## config.mk

```make
export PLATFORM = sky130hd
export DESIGN_NAME = srpm_ctrl
export DESIGN_NICKNAME = d
export VERILOG_FILES = /design/src/pkg/srpm_pkg.sv /design/src/pkg/srpm_if.sv /design/src/rtl/srpm_ctrl.sv /design/src/rtl/srpm_regs.sv
export VERILOG_INCLUDE_DIRS = /design/src /design/src/pkg
export SDC_FILE = /design/constraint.sdc
export NUM_CORES = 1
export LEC_CHECK = 0
export ABC_AREA = 1
export BUFFER_PORTS_ARGS = -buffer_cell sky130_fd_sc_hd__buf_2
export CORE_MARGIN = 2
export CORE_UTILIZATION = 55
export CTS_BUF_LIST = sky130_fd_sc_hd__clkbuf_8
export CTS_CLUSTER_DIAMETER = 100
export DETAILED_ROUTE_END_ITERATION = 6
export PLACE_DENSITY_LB_ADDON = 0.12
export SYNTH_ARGS = -nofsm -noshare
export SYNTH_HDL_FRONTEND = slang
export SYNTH_SLANG_ARGS = --single-unit
export TNS_END_PERCENT = 100
```

## constraint.sdc

```tcl
create_clock -name clk -period 2.74 [get_ports clk]
set_input_delay 0 -clock clk [delete_from_list [all_inputs] [get_ports clk]]
set_output_delay 0 -clock clk [all_outputs]
set_load 0.05 [all_outputs]
```

## src/pkg/srpm_params.svh

```systemverilog
`ifndef SRPM_PARAMS_SVH
`define SRPM_PARAMS_SVH

// Register byte offsets
`define SRPM_OFS_MODE 8'h00
`define SRPM_OFS_REFRESH 8'h04
`define SRPM_OFS_TIMING 8'h08
`define SRPM_OFS_LOWPWR 8'h10
`define SRPM_OFS_IRQ_EN 8'h14
`define SRPM_OFS_IRQ_DIS 8'h18
`define SRPM_OFS_IRQ_MASK 8'h1c
`define SRPM_OFS_IRQ_STAT 8'h20
`define SRPM_OFS_MEM_TYPE 8'h24

// Reset values
`define SRPM_RST_MODE 3'h0
`define SRPM_RST_REFRESH 12'h000
`define SRPM_RST_TIMING 32'h852372c0
`define SRPM_RST_LOWPWR 14'h0000

// Writable bit masks
`define SRPM_MSK_LOWPWR 14'h3f73

// Timing field positions in the timing register
`define SRPM_POS_TRC 12
`define SRPM_POS_TRP 16
`define SRPM_POS_ACTIVATE_TO_COMMAND_DELAY 20
`define SRPM_POS_ACTIVE_TO_PRECHARGE_DELAY 24
`define SRPM_POS_SELF_REFRESH_EXIT_DELAY 28

// Low-power register field positions
`define SRPM_POS_LPSEL 0
`define SRPM_POS_TMO 12

// Low-power entry delays in cycles
`define SRPM_LP_DLY_64 8'h40
`define SRPM_LP_DLY_128 8'h80

// Command mode codes
`define SRPM_MODE_NORMAL 3'h0
`define SRPM_MODE_NOP 3'h1
`define SRPM_MODE_PALL 3'h2
`define SRPM_MODE_LMR 3'h3
`define SRPM_MODE_REF 3'h4
`define SRPM_MODE_EMR 3'h5
`define SRPM_MODE_DPD 3'h6

// Low-power select codes
`define SRPM_LP_OFF 2'h0
`define SRPM_LP_SELF 2'h1
`define SRPM_LP_PDOWN 2'h2
`define SRPM_LP_DEEP 2'h3

// SDRAM command pins {cs_n, ras_n, cas_n, we_n}
`define SRPM_CMD_DESEL 4'hf
`define SRPM_CMD_NOP 4'h7
`define SRPM_CMD_ACT 4'h3
`define SRPM_CMD_RD 4'h5
`define SRPM_CMD_WR 4'h4
`define SRPM_CMD_PRE 4'h2
`define SRPM_CMD_REF 4'h1
`define SRPM_CMD_LMR 4'h0
`define SRPM_CMD_DPD 4'h6

// Address bit that selects all banks on precharge
`define SRPM_A10 10

`endif

```

## src/pkg/srpm_pkg.sv

```systemverilog
package srpm_pkg;

  typedef enum logic [3:0] {
    SRPM_IDLE,
    SRPM_PALL_W,
    SRPM_PRE_W,
    SRPM_ACT_W,
    SRPM_REF_W,
    SRPM_SR,
    SRPM_SR_EXIT,
    SRPM_PD,
    SRPM_DPD
  } srpm_state_t;

  typedef struct packed {
    logic [2:0] mode;
    logic [11:0] count;
    logic written;
    logic [31:0] timing;
    logic [13:0] lowpwr;
    logic mask;
    logic err;
    logic tr_wr;
    logic [31:0] rdata;
  } srpm_regs_t;

  typedef struct packed {
    srpm_state_t st;
    srpm_state_t nxt;
    logic [7:0] cnt;
    logic [7:0] idle;
    logic [11:0] timer;
    logic ref_pend;
    logic err_set;
    logic [3:0] vld;
    logic [3:0][12:0] rows;
    logic brk;
    logic cke;
    logic [3:0] cmd;
    logic [1:0] bank;
    logic [12:0] addr;
    logic ack;
  } srpm_core_t;

endpackage

```

## src/pkg/srpm_if.sv

```systemverilog
`timescale 1ns/10ps
interface srpm_if;
  logic [2:0] mode;
  logic [11:0] ref_count;
  logic count_written;
  logic tr_wr;
  logic [31:0] timing;
  logic [1:0] lp_sel;
  logic [1:0] lp_timeout;
  logic ref_err_set;

  modport regs (
    output mode, ref_count, count_written, tr_wr, timing, lp_sel, lp_timeout,
    input ref_err_set
  );
  modport core (
    input mode, ref_count, count_written, tr_wr, timing, lp_sel, lp_timeout,
    output ref_err_set
  );
endinterface

```

## src/rtl/srpm_ctrl.sv

```systemverilog
`timescale 1ns/10ps
`include "srpm_params.svh"
// Function
// - Row boundary breaks page: precharge, activate, reissue
// - Boundary break adds one cycle per delay
// - Periodic auto-refresh from reloaded down-timer
// - Refresh due while pending raises error
// - Status read acknowledges refresh error
// - SDRAM access waits during refresh
// - Enter low power when idle, after timeout
// - Select 1: self-refresh, clock-enable low
// - Access during self-refresh exits it first
// - Self-refresh lasts at least active-to-precharge delay
// - Select 2: power-down between accesses
// - Power-down still receives controller refreshes
// - Select 3: deep power-down command issued
// - Command mode selects forced command
// - Mode applies on next access, any cycle
// - Timeout field: 0, 64, 128 cycles
// - No auto-refresh until count written
// - Select 0: no low-power commands
// - Wait self-refresh exit delay before activate
module srpm_ctrl (
  // Clock and reset
  input wire logic clk,
  input wire logic nrst,
  // APB slave
  input wire logic psel,
  input wire logic penable,
  input wire logic pwrite,
  input wire logic [7:0] paddr,
  input wire logic [31:0] pwdata,
  output logic [31:0] prdata,
  output logic pready,
  output logic pslverr,
  // Interrupt
  output logic irq,
  // Bus master access, request held until ack
  input wire logic acc_req,
  input wire logic acc_write,
  input wire logic acc_seq,
  input wire logic [1:0] acc_bank,
  input wire logic [12:0] acc_row,
  input wire logic [10:0] acc_col,
  output logic acc_ack,
  output logic acc_wait,
  // SDRAM pins
  output logic mem_clock_enable_out,
  output logic mem_cs_n,
  output logic mem_ras_n,
  output logic mem_cas_n,
  output logic mem_we_n,
  output logic [1:0] mem_bank,
  output logic [12:0] mem_addr
);
  import srpm_pkg::*;

  srpm_if cfg ();
  srpm_core_t q, d;
  logic [3:0] trc, precharge_to_active_delay, activate_to_command_delay, active_to_precharge_delay, self_refresh_exit_delay;
  logic ref_due;
  logic hit;
  logic boundary;
  logic [7:0] lp_dly;
  logic lp_ok;

  // Register file behind APB
  srpm_regs u_regs (
    .clk(clk),
    .nrst(nrst),
    .psel(psel),
    .penable(penable),
    .pwrite(pwrite),
    .paddr(paddr),
    .pwdata(pwdata),
    .prdata(prdata),
    .pready(pready),
    .pslverr(pslverr),
    .irq(irq),
    .cfg(cfg)
  );

  // Wait count, widened by one on a boundary break
  function automatic logic [7:0] wait_cnt(input logic [3:0] t, input logic extra);
    wait_cnt = {4'h0, t} + {7'h0, extra};
  endfunction

  // Idle cycles before low-power entry
  function automatic logic [7:0] lp_delay(input logic [1:0] tmo);
    case (tmo)
      2'h1: lp_delay = `SRPM_LP_DLY_64;
      2'h2: lp_delay = `SRPM_LP_DLY_128;
      default: lp_delay = 8'h00;
    endcase
  endfunction

  assign trc = cfg.timing[`SRPM_POS_TRC +: 4];
  assign precharge_to_active_delay = cfg.timing[`SRPM_POS_TRP +: 4];
  assign activate_to_command_delay = cfg.timing[`SRPM_POS_ACTIVATE_TO_COMMAND_DELAY +: 4];
  assign active_to_precharge_delay = cfg.timing[`SRPM_POS_ACTIVE_TO_PRECHARGE_DELAY +: 4];
  assign self_refresh_exit_delay = cfg.timing[`SRPM_POS_SELF_REFRESH_EXIT_DELAY +: 4];

  // Deep power-down has no timeout; the delay only holds off the others
  assign lp_dly = (cfg.lp_sel == `SRPM_LP_DEEP) ? 8'h00 : lp_delay(cfg.lp_timeout);
  assign lp_ok = cfg.lp_sel != `SRPM_LP_OFF;

  // Crossing into the next column of a new row counts as a boundary
  assign boundary = acc_seq && (acc_col == 11'h000);
  assign hit = q.vld[acc_bank] && (q.rows[acc_bank] == acc_row) && !boundary;
  assign ref_due = cfg.count_written && !cfg.tr_wr && (q.timer == 12'h000);

  // Handshake: master stalls until its access is acknowledged
  assign acc_ack = q.ack;
  assign acc_wait = acc_req && !q.ack;

  assign mem_clock_enable_out = q.cke;
  assign {mem_cs_n, mem_ras_n, mem_cas_n, mem_we_n} = q.cmd;
  assign mem_bank = q.bank;
  assign mem_addr = q.addr;
  assign cfg.ref_err_set = q.err_set;

  // Next state
  always_comb begin
    d = q;
    d.cmd = `SRPM_CMD_NOP;
    d.ack = 1'b0;
    d.err_set = 1'b0;
    if (d.cnt != 8'h00) begin
      d.cnt = q.cnt - 8'h01;
    end

    // Refresh timer; self-refresh and deep power-down need none
    if (!cfg.count_written) begin
      d.timer = q.timer;
    end else if (cfg.tr_wr || ref_due) begin
      // Reload one short: the zero state is a cycle too, so N gives N cycles
      d.timer = cfg.ref_count - 12'h001;
    end else begin
      d.timer = q.timer - 12'h001;
    end
    if (ref_due && q.st != SRPM_SR && q.st != SRPM_DPD) begin
      d.ref_pend = 1'b1;
      d.err_set = q.ref_pend;
    end

    case (q.st)
      SRPM_IDLE: begin
        if (q.ack) begin
          d.idle = 8'h00;
        end else if (q.ref_pend) begin
          // Banks must be closed before auto-refresh
          d.cmd = `SRPM_CMD_PRE;
          d.addr = 13'h0;
          d.addr[`SRPM_A10] = 1'b1;
          d.vld = 4'h0;
          d.cnt = {4'h0, precharge_to_active_delay};
          d.nxt = SRPM_REF_W;
          d.st = SRPM_PALL_W;
        end else if (acc_req && cfg.mode != `SRPM_MODE_NORMAL) begin
          // Forced command regardless of read or write
          d.ack = 1'b1;
          d.idle = 8'h00;
          d.bank = acc_bank;
          d.addr = acc_row;
          case (cfg.mode)
            `SRPM_MODE_NOP: d.cmd = `SRPM_CMD_NOP;
            `SRPM_MODE_PALL: begin
              d.cmd = `SRPM_CMD_PRE;
              d.addr[`SRPM_A10] = 1'b1;
              d.vld = 4'h0;
            end
            `SRPM_MODE_LMR: d.cmd = `SRPM_CMD_LMR;
            `SRPM_MODE_REF: d.cmd = `SRPM_CMD_REF;
            `SRPM_MODE_EMR: d.cmd = `SRPM_CMD_LMR;
            `SRPM_MODE_DPD: begin
              d.cmd = `SRPM_CMD_DPD;
              d.cke = 1'b0;
              d.vld = 4'h0;
              d.st = SRPM_DPD;
            end
            default: d.cmd = `SRPM_CMD_NOP;
          endcase
        end else if (acc_req) begin
          d.idle = 8'h00;
          d.bank = acc_bank;
          if (hit) begin
            d.cmd = acc_write ? `SRPM_CMD_WR : `SRPM_CMD_RD;
            d.addr = {2'h0, acc_col};
            d.ack = 1'b1;
          end else if (q.vld[acc_bank]) begin
            // Row change or boundary: close the open row first
            d.cmd = `SRPM_CMD_PRE;
            d.addr = 13'h0;
            d.brk = boundary;
            d.cnt = wait_cnt(precharge_to_active_delay, boundary);
            d.st = SRPM_PRE_W;
          end else begin
            d.cmd = `SRPM_CMD_ACT;
            d.addr = acc_row;
            d.vld[acc_bank] = 1'b1;
            d.rows[acc_bank] = acc_row;
            d.brk = 1'b0;
            d.cnt = {4'h0, activate_to_command_delay};
            d.st = SRPM_ACT_W;
          end
        end else if (lp_ok) begin
          // Count idle cycles since the last transfer
          if (q.idle < lp_dly) begin
            d.idle = q.idle + 8'h01;
          end else begin
            d.cmd = `SRPM_CMD_PRE;
            d.addr = 13'h0;
            d.addr[`SRPM_A10] = 1'b1;
            d.vld = 4'h0;
            d.cnt = {4'h0, precharge_to_active_delay};
            case (cfg.lp_sel)
              `SRPM_LP_SELF: d.nxt = SRPM_SR;
              `SRPM_LP_PDOWN: d.nxt = SRPM_PD;
              default: d.nxt = SRPM_DPD;
            endcase
            d.st = SRPM_PALL_W;
          end
        end else begin
          d.idle = 8'h00;
        end
      end
      SRPM_PALL_W: begin
        if (q.cnt == 8'h00) begin
          case (q.nxt)
            SRPM_REF_W: begin
              d.cmd = `SRPM_CMD_REF;
              d.ref_pend = d.err_set; // a due in this cycle stays pending
              d.cnt = {4'h0, trc};
              d.st = SRPM_REF_W;
            end
            SRPM_SR: begin
              d.cmd = `SRPM_CMD_REF;
              d.cke = 1'b0;
              d.ref_pend = 1'b0;
              d.cnt = {4'h0, active_to_precharge_delay};
              d.st = SRPM_SR;
            end
            SRPM_PD: begin
              d.cke = 1'b0;
              d.st = SRPM_PD;
            end
            default: begin
              d.cmd = `SRPM_CMD_DPD;
              d.cke = 1'b0;
              d.st = SRPM_DPD;
            end
          endcase
        end
      end
      SRPM_PRE_W: begin
        if (q.cnt == 8'h00) begin
          d.cmd = `SRPM_CMD_ACT;
          d.addr = acc_row;
          d.vld[acc_bank] = 1'b1;
          d.rows[acc_bank] = acc_row;
          d.cnt = wait_cnt(activate_to_command_delay, q.brk);
          d.st = SRPM_ACT_W;
        end
      end
      SRPM_ACT_W: begin
        if (q.cnt == 8'h00) begin
          // Reissue the pending read or write on the new row
          d.cmd = acc_write ? `SRPM_CMD_WR : `SRPM_CMD_RD;
          d.addr = {2'h0, acc_col};
          d.ack = 1'b1;
          d.brk = 1'b0;
          d.st = SRPM_IDLE;
        end
      end
      SRPM_REF_W: begin
        // Accesses keep waiting until the refresh recovery ends
        if (q.cnt == 8'h00) begin
          d.st = SRPM_IDLE;
        end
      end
      SRPM_SR: begin
        // Pins other than clock enable are don't care here
        d.cmd = `SRPM_CMD_DESEL;
        d.ref_pend = 1'b0;
        if (q.cnt == 8'h00 && (acc_req || cfg.lp_sel != `SRPM_LP_SELF)) begin
          d.cmd = `SRPM_CMD_NOP;
          d.cke = 1'b1;
          d.cnt = {4'h0, self_refresh_exit_delay};
          d.st = SRPM_SR_EXIT;
        end
      end
      SRPM_SR_EXIT: begin
        if (q.cnt == 8'h00) begin
          d.idle = 8'h00;
          d.st = SRPM_IDLE;
        end
      end
      SRPM_PD: begin
        d.cmd = `SRPM_CMD_DESEL;
        // Wake for an access or a refresh that falls due
        if (acc_req || q.ref_pend || cfg.lp_sel != `SRPM_LP_PDOWN) begin
          d.cmd = `SRPM_CMD_NOP;
          d.cke = 1'b1;
          d.idle = 8'h00;
          d.st = SRPM_IDLE;
        end
      end
      SRPM_DPD: begin
        d.cmd = `SRPM_CMD_DESEL;
        d.ref_pend = 1'b0;
        // Leaves only when low power is no longer deep and software accesses
        if (acc_req && cfg.lp_sel != `SRPM_LP_DEEP) begin
          d.cmd = `SRPM_CMD_NOP;
          d.cke = 1'b1;
          d.idle = 8'h00;
          d.st = SRPM_IDLE;
        end
      end
      default: d.st = SRPM_IDLE;
    endcase
  end

  // State register
  always_ff @(posedge clk or negedge nrst) begin
    if (!nrst) begin
      q <= '{st: SRPM_IDLE, nxt: SRPM_IDLE, cnt: 8'h00, idle: 8'h00,
             timer: 12'h000, ref_pend: 1'b0, err_set: 1'b0, vld: 4'h0,
             rows: '0, brk: 1'b0, cke: 1'b1, cmd: `SRPM_CMD_NOP,
             bank: 2'h0, addr: 13'h0000, ack: 1'b0};
    end else begin
      q <= d;
    end
  end
endmodule

```

## src/rtl/srpm_regs.sv

```systemverilog
`timescale 1ns/10ps
`include "srpm_params.svh"
module srpm_regs (
  // Clock and reset
  input wire logic clk,
  input wire logic nrst,
  // APB slave
  input wire logic psel,
  input wire logic penable,
  input wire logic pwrite,
  input wire logic [7:0] paddr,
  input wire logic [31:0] pwdata,
  output logic [31:0] prdata,
  output logic pready,
  output logic pslverr,
  // Interrupt
  output logic irq,
  // Core side
  srpm_if.regs cfg
);
  import srpm_pkg::*;

  srpm_regs_t q, d;
  logic acc;
  logic known;

  // Zero wait state: every access completes in its first access cycle
  assign pready = 1'b1;
  assign acc = psel && penable;
  assign pslverr = acc && !known;
  assign prdata = q.rdata;
  assign irq = q.err && q.mask;

  assign cfg.mode = q.mode;
  assign cfg.ref_count = q.count;
  assign cfg.count_written = q.written;
  assign cfg.tr_wr = q.tr_wr;
  assign cfg.timing = q.timing;
  assign cfg.lp_sel = q.lowpwr[`SRPM_POS_LPSEL +: 2];
  assign cfg.lp_timeout = q.lowpwr[`SRPM_POS_TMO +: 2];

  // Decode, write effects and read data capture
  always_comb begin
    d = q;
    d.tr_wr = 1'b0;
    known = 1'b1;
    case (paddr)
      `SRPM_OFS_MODE, `SRPM_OFS_REFRESH, `SRPM_OFS_TIMING, `SRPM_OFS_LOWPWR,
      `SRPM_OFS_IRQ_EN, `SRPM_OFS_IRQ_DIS, `SRPM_OFS_IRQ_MASK,
      `SRPM_OFS_IRQ_STAT, `SRPM_OFS_MEM_TYPE: known = 1'b1;
      default: known = 1'b0;
    endcase
    if (psel && !penable) begin
      // Read data is latched in setup so it stands during the access cycle
      case (paddr)
        `SRPM_OFS_MODE: d.rdata = {29'h0, q.mode};
        `SRPM_OFS_REFRESH: d.rdata = {20'h0, q.count};
        `SRPM_OFS_TIMING: d.rdata = q.timing;
        `SRPM_OFS_LOWPWR: d.rdata = {18'h0, q.lowpwr};
        `SRPM_OFS_IRQ_MASK: d.rdata = {31'h0, q.mask};
        `SRPM_OFS_IRQ_STAT: d.rdata = {31'h0, q.err || cfg.ref_err_set};
        default: d.rdata = 32'h0;
      endcase
    end
    if (acc && pwrite) begin
      case (paddr)
        `SRPM_OFS_MODE: d.mode = pwdata[2:0];
        `SRPM_OFS_REFRESH: begin
          d.count = pwdata[11:0];
          d.written = 1'b1;
          d.tr_wr = 1'b1;
        end
        `SRPM_OFS_TIMING: d.timing = pwdata;
        `SRPM_OFS_LOWPWR: d.lowpwr = pwdata[13:0] & `SRPM_MSK_LOWPWR;
        `SRPM_OFS_IRQ_EN: if (pwdata[0]) d.mask = 1'b1;
        `SRPM_OFS_IRQ_DIS: if (pwdata[0]) d.mask = 1'b0;
        default: ;
      endcase
    end
    // Status read clears; a new error in the same cycle survives
    if (acc && !pwrite && paddr == `SRPM_OFS_IRQ_STAT) begin
      d.err = 1'b0;
    end
    if (cfg.ref_err_set) begin
      d.err = 1'b1;
    end
  end

  // State register
  always_ff @(posedge clk or negedge nrst) begin
    if (!nrst) begin
      q <= '{mode: `SRPM_RST_MODE, count: `SRPM_RST_REFRESH, written: 1'b0,
             timing: `SRPM_RST_TIMING, lowpwr: `SRPM_RST_LOWPWR, mask: 1'b0,
             err: 1'b0, tr_wr: 1'b0, rdata: 32'h0};
    end else begin
      q <= d;
    end
  end
endmodule

```

==> flow_summary.toml, run 1 <==
[clock_network]
htreeDepth = 2
cts_sinks = 210
tritoncts = "yes"
cts_root_buf = "clkbuf_8"
clk_pin_slew_ns = 0.06
cts_buffers = 39
cts_post_setup_buffers_inserted = 0
cts_buffer_depth = 3
clk_latency_ns = 0.55

[yosys]
synthFlopType = "dfrtp_1"
synth-seq-cells = 210
ys_warn_count = 0
synth_edf_count = 0
synthCells = 1781
seq_area_frac_synth_pct = 41.7
synth_cell_types = 48
synthArstFlopShare_pct = 100
synth_area_per_cell_um2 = 7.11
synth_nets = 1869
syn_area_um2 = 12700

[pwr]
peakVddDrop_uv = 563
total_power_mw = 12.8
powerDensity_nw_per_um2 = 856
p_leak_nw = 7.42

[placement]
dpl.hpwl_um = 26600
numPortBuffers = 129
place_area_um2 = 13300
pre_cts_ws_ns = 0.330
dp.cells = 2110
gp_congestion = 0.991

[finish]
final_util_pct = 65.8
diodes = 0
synthToLayoutAreaGrowth_pct = 17.7
fin_cells = 2255
final_common_cell = "nand2_1"
final_cell_area_um2 = 14900
nets = 2028
final_layout_size_suffix_gt1_share_pct = 14.3
mostFrequentLayoutCells = "nand2_1, inv_1, o21ai_0"

[routing]
postRouteAntennaNets = 0
wl_met2_um = 19000
firstDrtPassIters = 7
num_vias = 12500
via_per_inst = 5.53
maxUsedRoutingLayer = "met4"
wl_um = 38000
wl_met3_um = 1940
wl_met1_um = 15100
drt-initial-drc-count = 911
drcViolationCount = 3
wl_per_cell_um = 16.9

[timing]
finalHoldViolations = 0
setup_violations = 0
slew_viol_final = 0
worst_pin_slew_ns = 0.857
skew_ns = 0.0185
min_period_over_period_pct = 90.7
post-route-min-period_ns = 2.49
max_freq_mhz = 402
slew_headroom_pct = 42.8
final.setup.worst_slack_ns = 0.254
tns_ns = 0
rsz0062_at_grt = "false"
holdWs_ns = 0.0400

[critical_path]
startpoint_type = "primary input"
path_class = "primary input to output pin"
required_ns = 2.74
cp-end-kind = "output pin"
cp_data_arrival_time_ns = 2.49
cp_max_fo = 14

[min_path]
hold_path.class = "primary input to asynchronous set/reset pin"

[global_route]
grt_pass1_vias = 11800
antenna_found_initial = 0
grt_pass1_wl_um = 60600
grt_overflow = 0
grt_max_degree = 105
grt_use_total_pct = 31.4

[status]
violations = "design-rule violations"
status = "finished with violations"

[run]
maxCapViolCount = 0

[floorplan]
io_pins = 131
fp.dieW_um = 156
core-area_um2 = 22600
start_util_pct = 55.9
die_h_um = 156
rows = 55
die-area_um2 = 24300
## worst paths after layout
kind,startpoint,end,slack [ns],depth (start not counted)
min,nrst,q[46],0.04,2
min in group clk,acc_req,mem_clock_enable_out,0.04,4
max in group asynchronous,nrst,u_regs.cfg.timing[13],1.81,3
max reg2reg,u_regs.cfg.lp_sel[0],q[97],0.26,12
min reg2reg,mem_bank[0],mem_bank[0],0.48,2
max,paddr[0],pslverr,0.25,13
## cell usage after synthesis (9+ instances only)
| cell | count | area, um^2 |
|---|---|---|
| o22ai_1 | 11 | 68.8 |
| inv_2 | 9 | 33.8 |
| nand3_1 | 130 | 651 |
| o21ai_0 | 215 | 1080 |
| a21oi_1 | 73 | 365 |
| nand4_1 | 19 | 119 |
| nor3_1 | 24 | 120 |
| o31ai_1 | 16 | 120 |
| ha_1 | 14 | 175 |
| clkbuf_1 | 49 | 184 |
| a221oi_1 | 15 | 131 |
| dfstp_2 | 16 | 420 |
| nand2_1 | 444 | 1670 |
| buf_2 | 14 | 70.1 |
| o21ai_1 | 25 | 125 |
| inv_1 | 219 | 822 |
| nor2_1 | 152 | 571 |
| buf_4 | 59 | 443 |
| dfrtp_1 | 194 | 4850 |
## cell families after synthesis
group | share of synthesized area, %
AO/OA/AOI/OAI | 16.8
XOR/XNOR | 0.553
adder cells (fa/ha/maj) | 1.38
buffers and inverters | 12.4
flip-flops | 41.7
multiplexers | 0.702
other | 0.0296
AND/OR/NAND/NOR | 26.4
## sequential cells by signal (all words and copies together), names as in the netlist, 3 cells and up
| name | cells |
|---|---|
| q | 94 |
| u_regs.q | 9 |
| u_regs.cfg.mode | 3 |
| u_regs.cfg.timing | 32 |
| mem_addr | 13 |
| u_regs.cfg.ref_count | 12 |
| u_regs.prdata | 32 |
## repair_timing
item	in CTS	in global routing
hold endpoints to repair	205	0
endpoints found under the setup margin	0	2
gates resized for setup	0	3
hold buffers	74	0
## power breakdown
| group | switching, mW | leakage, nW | internal, mW |
|---|---|---|---|
| registers | 0.384 | 2.62 | 3.79 |
| logic | 3.65 | 4.32 | 1.74 |
| clock network | 1.39 | 0.475 | 1.79 |
| total | 5.43 | 7.42 | 7.33 |
## routing by layer
| metal | vias up | global-route usage [%] |
|---|---|---|
| li1 | 6087 | - |
| met1 | 5850 | 38.0 |
| met2 | 411 | 54.9 |
| met3 | 124 | 4.61 |
| met4 | 0 | 15.6 |
| met5 | - | 0 |
## area by class of cell
| class | count | area, um^2 |
|---|---|---|
| Clock buffer | 52 | 716 |
| Inverter | 229 | 860 |
| Clock inverter | 19 | 109 |
| Tap cell | 285 | 357 |
| Multi-Input combinational cell | 1215 | 5820 |
| Fill cell | 1985 | 7740 |
| Sequential cell | 210 | 5280 |
| Timing Repair Buffer | 245 | 1760 |
## worst max-delay path, cell delays in order
cell           delay [ns]
dlygate4sd3_1        0.53
buf_2                0.12
nor2_1               0.15
dlygate4sd3_1        0.58
inv_1                0.06
nor3_2               0.16
nand2_1              0.10
inv_1                0.09
buf_4                0.23
nor3_1               0.08
nand4_1              0.10
nor3_2               0.06
clkbuf_4             0.21
Note: power is estimated with default switching activity, not from simulation.
==> inputs of run 2 (changes only) <==
Settings changed: ABC_AREA 1 to unset.
==> run 2 against run 1 <==
The run ends with negative setup slack left. Synthesized cell count is 35% lower. First-iteration DRC count fell by 12%. Die area is 7.2% lower. Hold slack better by 0.0096 ns. Combinational power increased by 4%. Non-clock buffer count grew 83. Sequential power grew 3%. Critical path depth is 2 lower. Largest cell class unchanged. Largest power group unchanged.
==> flow_summary.toml, run 2 <==
[yosys]
synth_top_area_share_pct = 41.4
synth_nets = 1240
synthCells = 1152
ys_warn_count = 0
synth_area_per_cell_um2 = 10.2
yosys.cell_count.top_type = "dfrtp_1"
synthTopCellsByArea = "dfrtp_1, mux2_2, o21ai_0"
synth-seq-cells = 210
synth_edf_count = 0
seq_area_frac_synth_pct = 45.0
syn_area_um2 = 11700
synthFlopType = "dfrtp_1"
synth.largest_area_cell = "dfrtp_1"
synthArstFlopShare_pct = 100
synthTopCellsByCount = "dfrtp_1, nand2_1, mux2_2, o21ai_0, nor2_1"
synth_cell_types = 79

[global_route]
grt_pass1_wl_um = 52000
grt_overflow = 0
grt_max_degree = 90
antenna_found_initial = 0
grt_pass1_vias = 9885
grt_use_total_pct = 29.2

[finish]
final_util_pct = 70.4
largest_reg_flops = 94
final_common_cell = "dfrtp_1"
regMostFlops = "q"
diodes = 0
mostFrequentLayoutCells = "dfrtp_1, buf_2, buf_4"
nets = 1490
synthToLayoutAreaGrowth_pct = 25.7
multiInputGateArea_um2 = 5930
fin_cells = 1699
final_layout_size_suffix_gt1_share_pct = 34.8
seqCellArea_um2 = 5280
fill_cells = 1586

[floorplan]
fp.dieW_um = 150
start_util_pct = 56.0
rows = 53
core-area_um2 = 21000
die-area_um2 = 22500
io_pins = 131
die_h_um = 150

[clock_network]
clk_pin_slew_ns = 0.06
cts_sinks = 210
cts_buffers = 35
tritoncts = "yes"
cts_root_buf = "clkbuf_8"
htreeDepth = 2
clk_latency_ns = 0.53
cts_buffer_depth = 3

[critical_path]
cp-end-kind = "register"
crit_start = "q[91]"
required_ns = 3.15
cp_max_fo = 6
reg2reg_to = "q[84]"
path_class = "register to register"
startpoint_type = "register"
critPathCapture = "q[84]"
cp_data_arrival_time_ns = 3.36
r2r_setup_slack_ns = -0.20
rr_worst_depth = 11
rr_startpoint = "q[91]"

[routing]
drt-initial-drc-count = 806
via_per_inst = 5.92
drcViolationCount = 0
firstDrtPassIters = 7
num_vias = 10100
wl_per_cell_um = 19.5
postRouteAntennaNets = 0
wl_um = 33200

[timing]
finalHoldViolations = 0
max_freq_mhz = 340
tns_ns = -1.15
skew_ns = 0.0152
min_period_over_period_pct = 107
setup_violations = 41
final.setup.worst_slack_ns = -0.205
rsz0062_at_grt = "true"
slew_headroom_pct = 31.7
worst_pin_slew_ns = 1.02
post-route-min-period_ns = 2.94
slew_viol_final = 0

[pwr]
p_sw_share_pct = 38.7
p_sw_mw = 4.85
p_leak_nw = 6.79
clockPowerShare_pct = 21.2
peakVddDrop_uv = 696
total_power_mw = 12.5
intPower_mw = 7.69
powerDensity_nw_per_um2 = 850
pwr-share-seq_pct = 34.3
pwr-share-comb_pct = 44.6

[min_path]
hold_path.class = "primary input to register"

[placement]
dpl.hpwl_um = 22700
numPortBuffers = 129
gp_congestion = 0.955
dp.cells = 1553
pre_cts_ws_ns = -0.394

[status]
status = "finished with violations"
violations = "negative setup slack"

[run]
maxCapViolCount = 0
==> run 2: cell count changes after synthesis, sizes merged, moves of 27 or more <==
cell   change
mux2     +107
nand2    -333
nand3    -100
inv      -201
nor2      -91
a21oi     -27
o21ai    -137
==> run 2: worst max-delay path, cell delays in order (launching register included) <==
cell and delay [ns]:
dfrtp_1 0.38, or4b_4 0.57, nor4_4 0.28, a21o_1 0.23, mux2i_2 0.26, ha_2 0.22, nand3_2 0.07, a31o_4 0.25
nor3_4 0.12, xnor2_1 0.13, nand2_1 0.08, a32o_1 0.24
==> run 2: power by group through the flow <==
| stage | Combinational, mW | Clock, mW | Sequential [mW] |
|---|---|---|---|
| 2_1_floorplan | 3.51 | 0 | 4.30 |
| 3_3_place_gp | 5.09 | 0 | 4.29 |
| 3_5_place_dp | 5.19 | 0 | 4.31 |
| 4_1_cts | 5.37 | 2.71 | 4.27 |
| 5_1_grt | 6.03 | 2.86 | 4.36 |
| 6_report | 5.59 | 2.65 | 4.30 |
==> run 2: worst min-delay path by stage <==
| stage | startpoint | end | depth (start not counted) |
|---|---|---|---|
| 2_1_floorplan | nrst | acc_ack | 0 |
| 3_3_place_gp | nrst | q[25] | 1 |
| 3_5_place_dp | nrst | q[54] | 1 |
| 4_1_cts | acc_req | mem_cas_n | 3 |
| 5_1_grt | acc_bank[1] | mem_bank[1] | 2 |
| 6_report | acc_bank[1] | mem_bank[1] | 2 |
==> run 2: area by class of cell <==
| class | count | area share (%) |
|---|---|---|
| Inverter | 27 | 0.687 |
| Sequential cell | 210 | 35.8 |
| Multi-Input combinational cell | 800 | 40.2 |
| Tap cell | 275 | 2.33 |
| Timing Repair Buffer | 328 | 16.5 |
| Clock buffer | 42 | 3.92 |
| Clock inverter | 17 | 0.552 |
==> run 2: kinds of logic (layout without fill, tap and decap cells) <==
logic type / count (synthesis) / after routing / share of synthesized area [%]
simple gates: 339 / 339 / 14.4
compound gates: 271 / 271 / 15.4
flops: 210 / 210 / 45.0
mux: 142 / 142 / 14.9
buf+inv: 142 / 414 / 6.37
xor+xnor: 33 / 33 / 2.46
fa+ha+maj: 14 / 14 / 1.49
other cells: 1 / 1 / 0.0320
==> run 2: per-layer routing <==
layer / part of all wire, % / track usage (%) / routed length [um] / up-vias
met5: 0 / 0 / 0 / -
met4: 1.9 / 8.73 / 626 / 0
met3: 6.8 / 5.09 / 2260 / 57
met2: 47 / 46.5 / 15600 / 406
met1: 44 / 41.2 / 14800 / 4940
li1: - / - / - / 4661
==> run 2: through the flow <==
step / hold slack, ns / area (um^2)
2_1_floorplan: -0.296 / 11800
3_3_place_gp: 0.0678 / 13000
3_5_place_dp: 0.0667 / 13000
4_1_cts: 0.0271 / 14500
5_1_grt: 0.0509 / 14700
6_report: 0.0495 / 14700
==> run 2: repair_timing <==
action	4_1_cts	5_1_grt
setup buffers	8	12
pin swaps	10	12
endpoints found under the hold margin	223	0
setup endpoints to repair	59	76
cloned	0	3
gates resized for setup	14	34
hold buffers	65	0
==> inputs of run 3 (changes only) <==
Settings changed: MAX_ROUTING_LAYER set to met4, SYNTH_HIERARCHICAL set to 1.
==> run 3 against run 2 <==
Die area is 4.7% higher. Final cell count is 0.18% lower. Sequential share of layout area is 0.96 points lower. Hold slack worse by 0.0092 ns. Largest power group unchanged. Register-to-register slack worse by 0.31 ns. The run still ends with negative setup slack left.
==> flow_summary.toml, run 3 <==
[status]
status = "finished with violations"
violations = "negative setup slack"

[timing]
final.setup.worst_slack_ns = -0.517
min_period_over_period_pct = 119
rsz0062_at_grt = "true"
post-route-min-period_ns = 3.26
skew_ns = 0.0245
slew_viol_final = 0
finalHoldViolations = 0
worst_pin_slew_ns = 0.809
max_freq_mhz = 307
holdWs_ns = 0.0403
slew_headroom_pct = 45.3
setup_violations = 4

[finish]
fill_cells = 1689
mostFrequentLayoutCells = "dfrtp_1, buf_2, buf_4"
largest_reg_flops = 94
final_common_cell = "dfrtp_1"
diodes = 0
regMostFlops = "q"
seqCellArea_um2 = 5280
multiInputGateArea_um2 = 6130
synthToLayoutAreaGrowth_pct = 23.2
final_layout_size_suffix_gt1_share_pct = 34.0
nets = 1474

[global_route]
grt_overflow = 0
grt_pass1_wl_um = 53900
grt_pass1_vias = 10100
grt_use_total_pct = 29.2
grt_max_degree = 87
antenna_found_initial = 0

[routing]
drcViolationCount = 0
wl_per_cell_um = 20.0
via_per_inst = 5.93
firstDrtPassIters = 7
postRouteAntennaNets = 0
wl_um = 33900
drt-initial-drc-count = 660
num_vias = 10100

[critical_path]
cp_data_arrival_time_ns = 3.70
cp-end-kind = "register"
rr_worst_depth = 11
required_ns = 3.18
startpoint_type = "register"
path_class = "register to register"
cp_max_fo = 6

[floorplan]
core-area_um2 = 21900
die_h_um = 154
fp.dieW_um = 154
io_pins = 131
start_util_pct = 56.2
die-area_um2 = 23600
rows = 54

[min_path]
worstHoldPathCells = 3
hold_path.class = "primary input to register"

[placement]
dpl.hpwl_um = 23000
pre_cts_ws_ns = -0.525
numPortBuffers = 129
gp_congestion = 0.950

[clock_network]
cts_buffer_depth = 3
cts_root_buf = "clkbuf_8"
cts_buffers = 38
clk_pin_slew_ns = 0.06
tritoncts = "yes"
clk_latency_ns = 0.53
htreeDepth = 2
cts_sinks = 210

[pwr]
powerDensity_nw_per_um2 = 823
p_leak_nw = 6.99
peakVddDrop_uv = 410
total_power_mw = 12.5

[run]
maxCapViolCount = 0

[yosys]
synthCells = 1168
syn_area_um2 = 12300
synth_area_per_cell_um2 = 10.5
synth_nets = 1254
ys_warn_count = 6
-- run 3: cell types whose count changed in the layout (fill, tap and decap cells not counted), sizes merged, moves of 15 or more --
cell	delta
a22o	+26
o21a	+16
xnor2	-15
o21ai	-32
nand2	-46
nor2b	+21
-- run 3: metal layers --
| layer | share of wire [%] | vias up | global-route usage (%) | routed length (um) |
|---|---|---|---|---|
| met5 | 0 | - | - | 0 |
| li1 | - | 4645 | - | - |
| met2 | 48 | 352 | 46.1 | 16100 |
| met3 | 6.0 | 83 | 4.85 | 2040 |
| met1 | 44 | 4985 | 38.9 | 14800 |
| met4 | 2.9 | 0 | 9.17 | 969 |
-- run 3: final cells by class --
type / count / area share, %
Sequential cell: 210 / 34.8
Inverter: 23 / 0.570
Clock inverter: 19 / 1.05
Timing Repair Buffer: 329 / 16.3
Tap cell: 280 / 2.31
Multi-Input combinational cell: 786 / 40.5
Clock buffer: 49 / 4.45
-- run 3: final timing paths --
path | startpoint | end | slack (ns)
max | q[83] | q[86] | -0.52
min reg2reg | q[58] | q[58] | 0.48
min | paddr[2] | u_regs/prdata[12] | 0.04
max in group asynchronous | nrst | mem_we_n | 1.88
min in group asynchronous | nrst | u_regs/prdata[20] | 0.05
max reg2reg | q[83] | q[86] | -0.52
-- run 3: power by group --
part	switching, mW	internal (mW)
sequential	0.407	3.80
combinational	2.76	2.28
clock	1.34	1.89
-- run 3: per-stage QoR --
stage	instances	util, %	setup TNS, ns	area (um^2)
2_1_floorplan	1168	-	-1.66	12400
3_3_place_gp	1539	60.8	-4.31	13300
3_5_place_dp	1539	60.8	-7.51	13300
4_1_cts	1686	68.4	-1.27	15000
5_1_grt	1696	69.2	-2.43	15200
6_report	1696	69.2	-1.47	15200
-- run 3: repair_timing --
| action | CTS | global route |
|---|---|---|
| hold endpoints to repair | 311 | 0 |
| pin swaps | 9 | 12 |
| setup buffers | 8 | 8 |
| setup endpoints to repair | 53 | 51 |
| hold buffers | 71 | 0 |
| resized for setup | 8 | 24 |
| cloned | 0 | 2 |
-- run 3: worst max-delay path: stages (launching register included) --
cell	delay (ns)
dfrtp_1	0.37
or4_4	0.54
and4bb_2	0.32
a21o_1	0.18
mux2i_1	0.25
ha_2	0.23
inv_2	0.04
or4_4	0.44
mux2i_4	0.26
nand3_2	0.16
mux2_4	0.33
o221ai_2	0.06
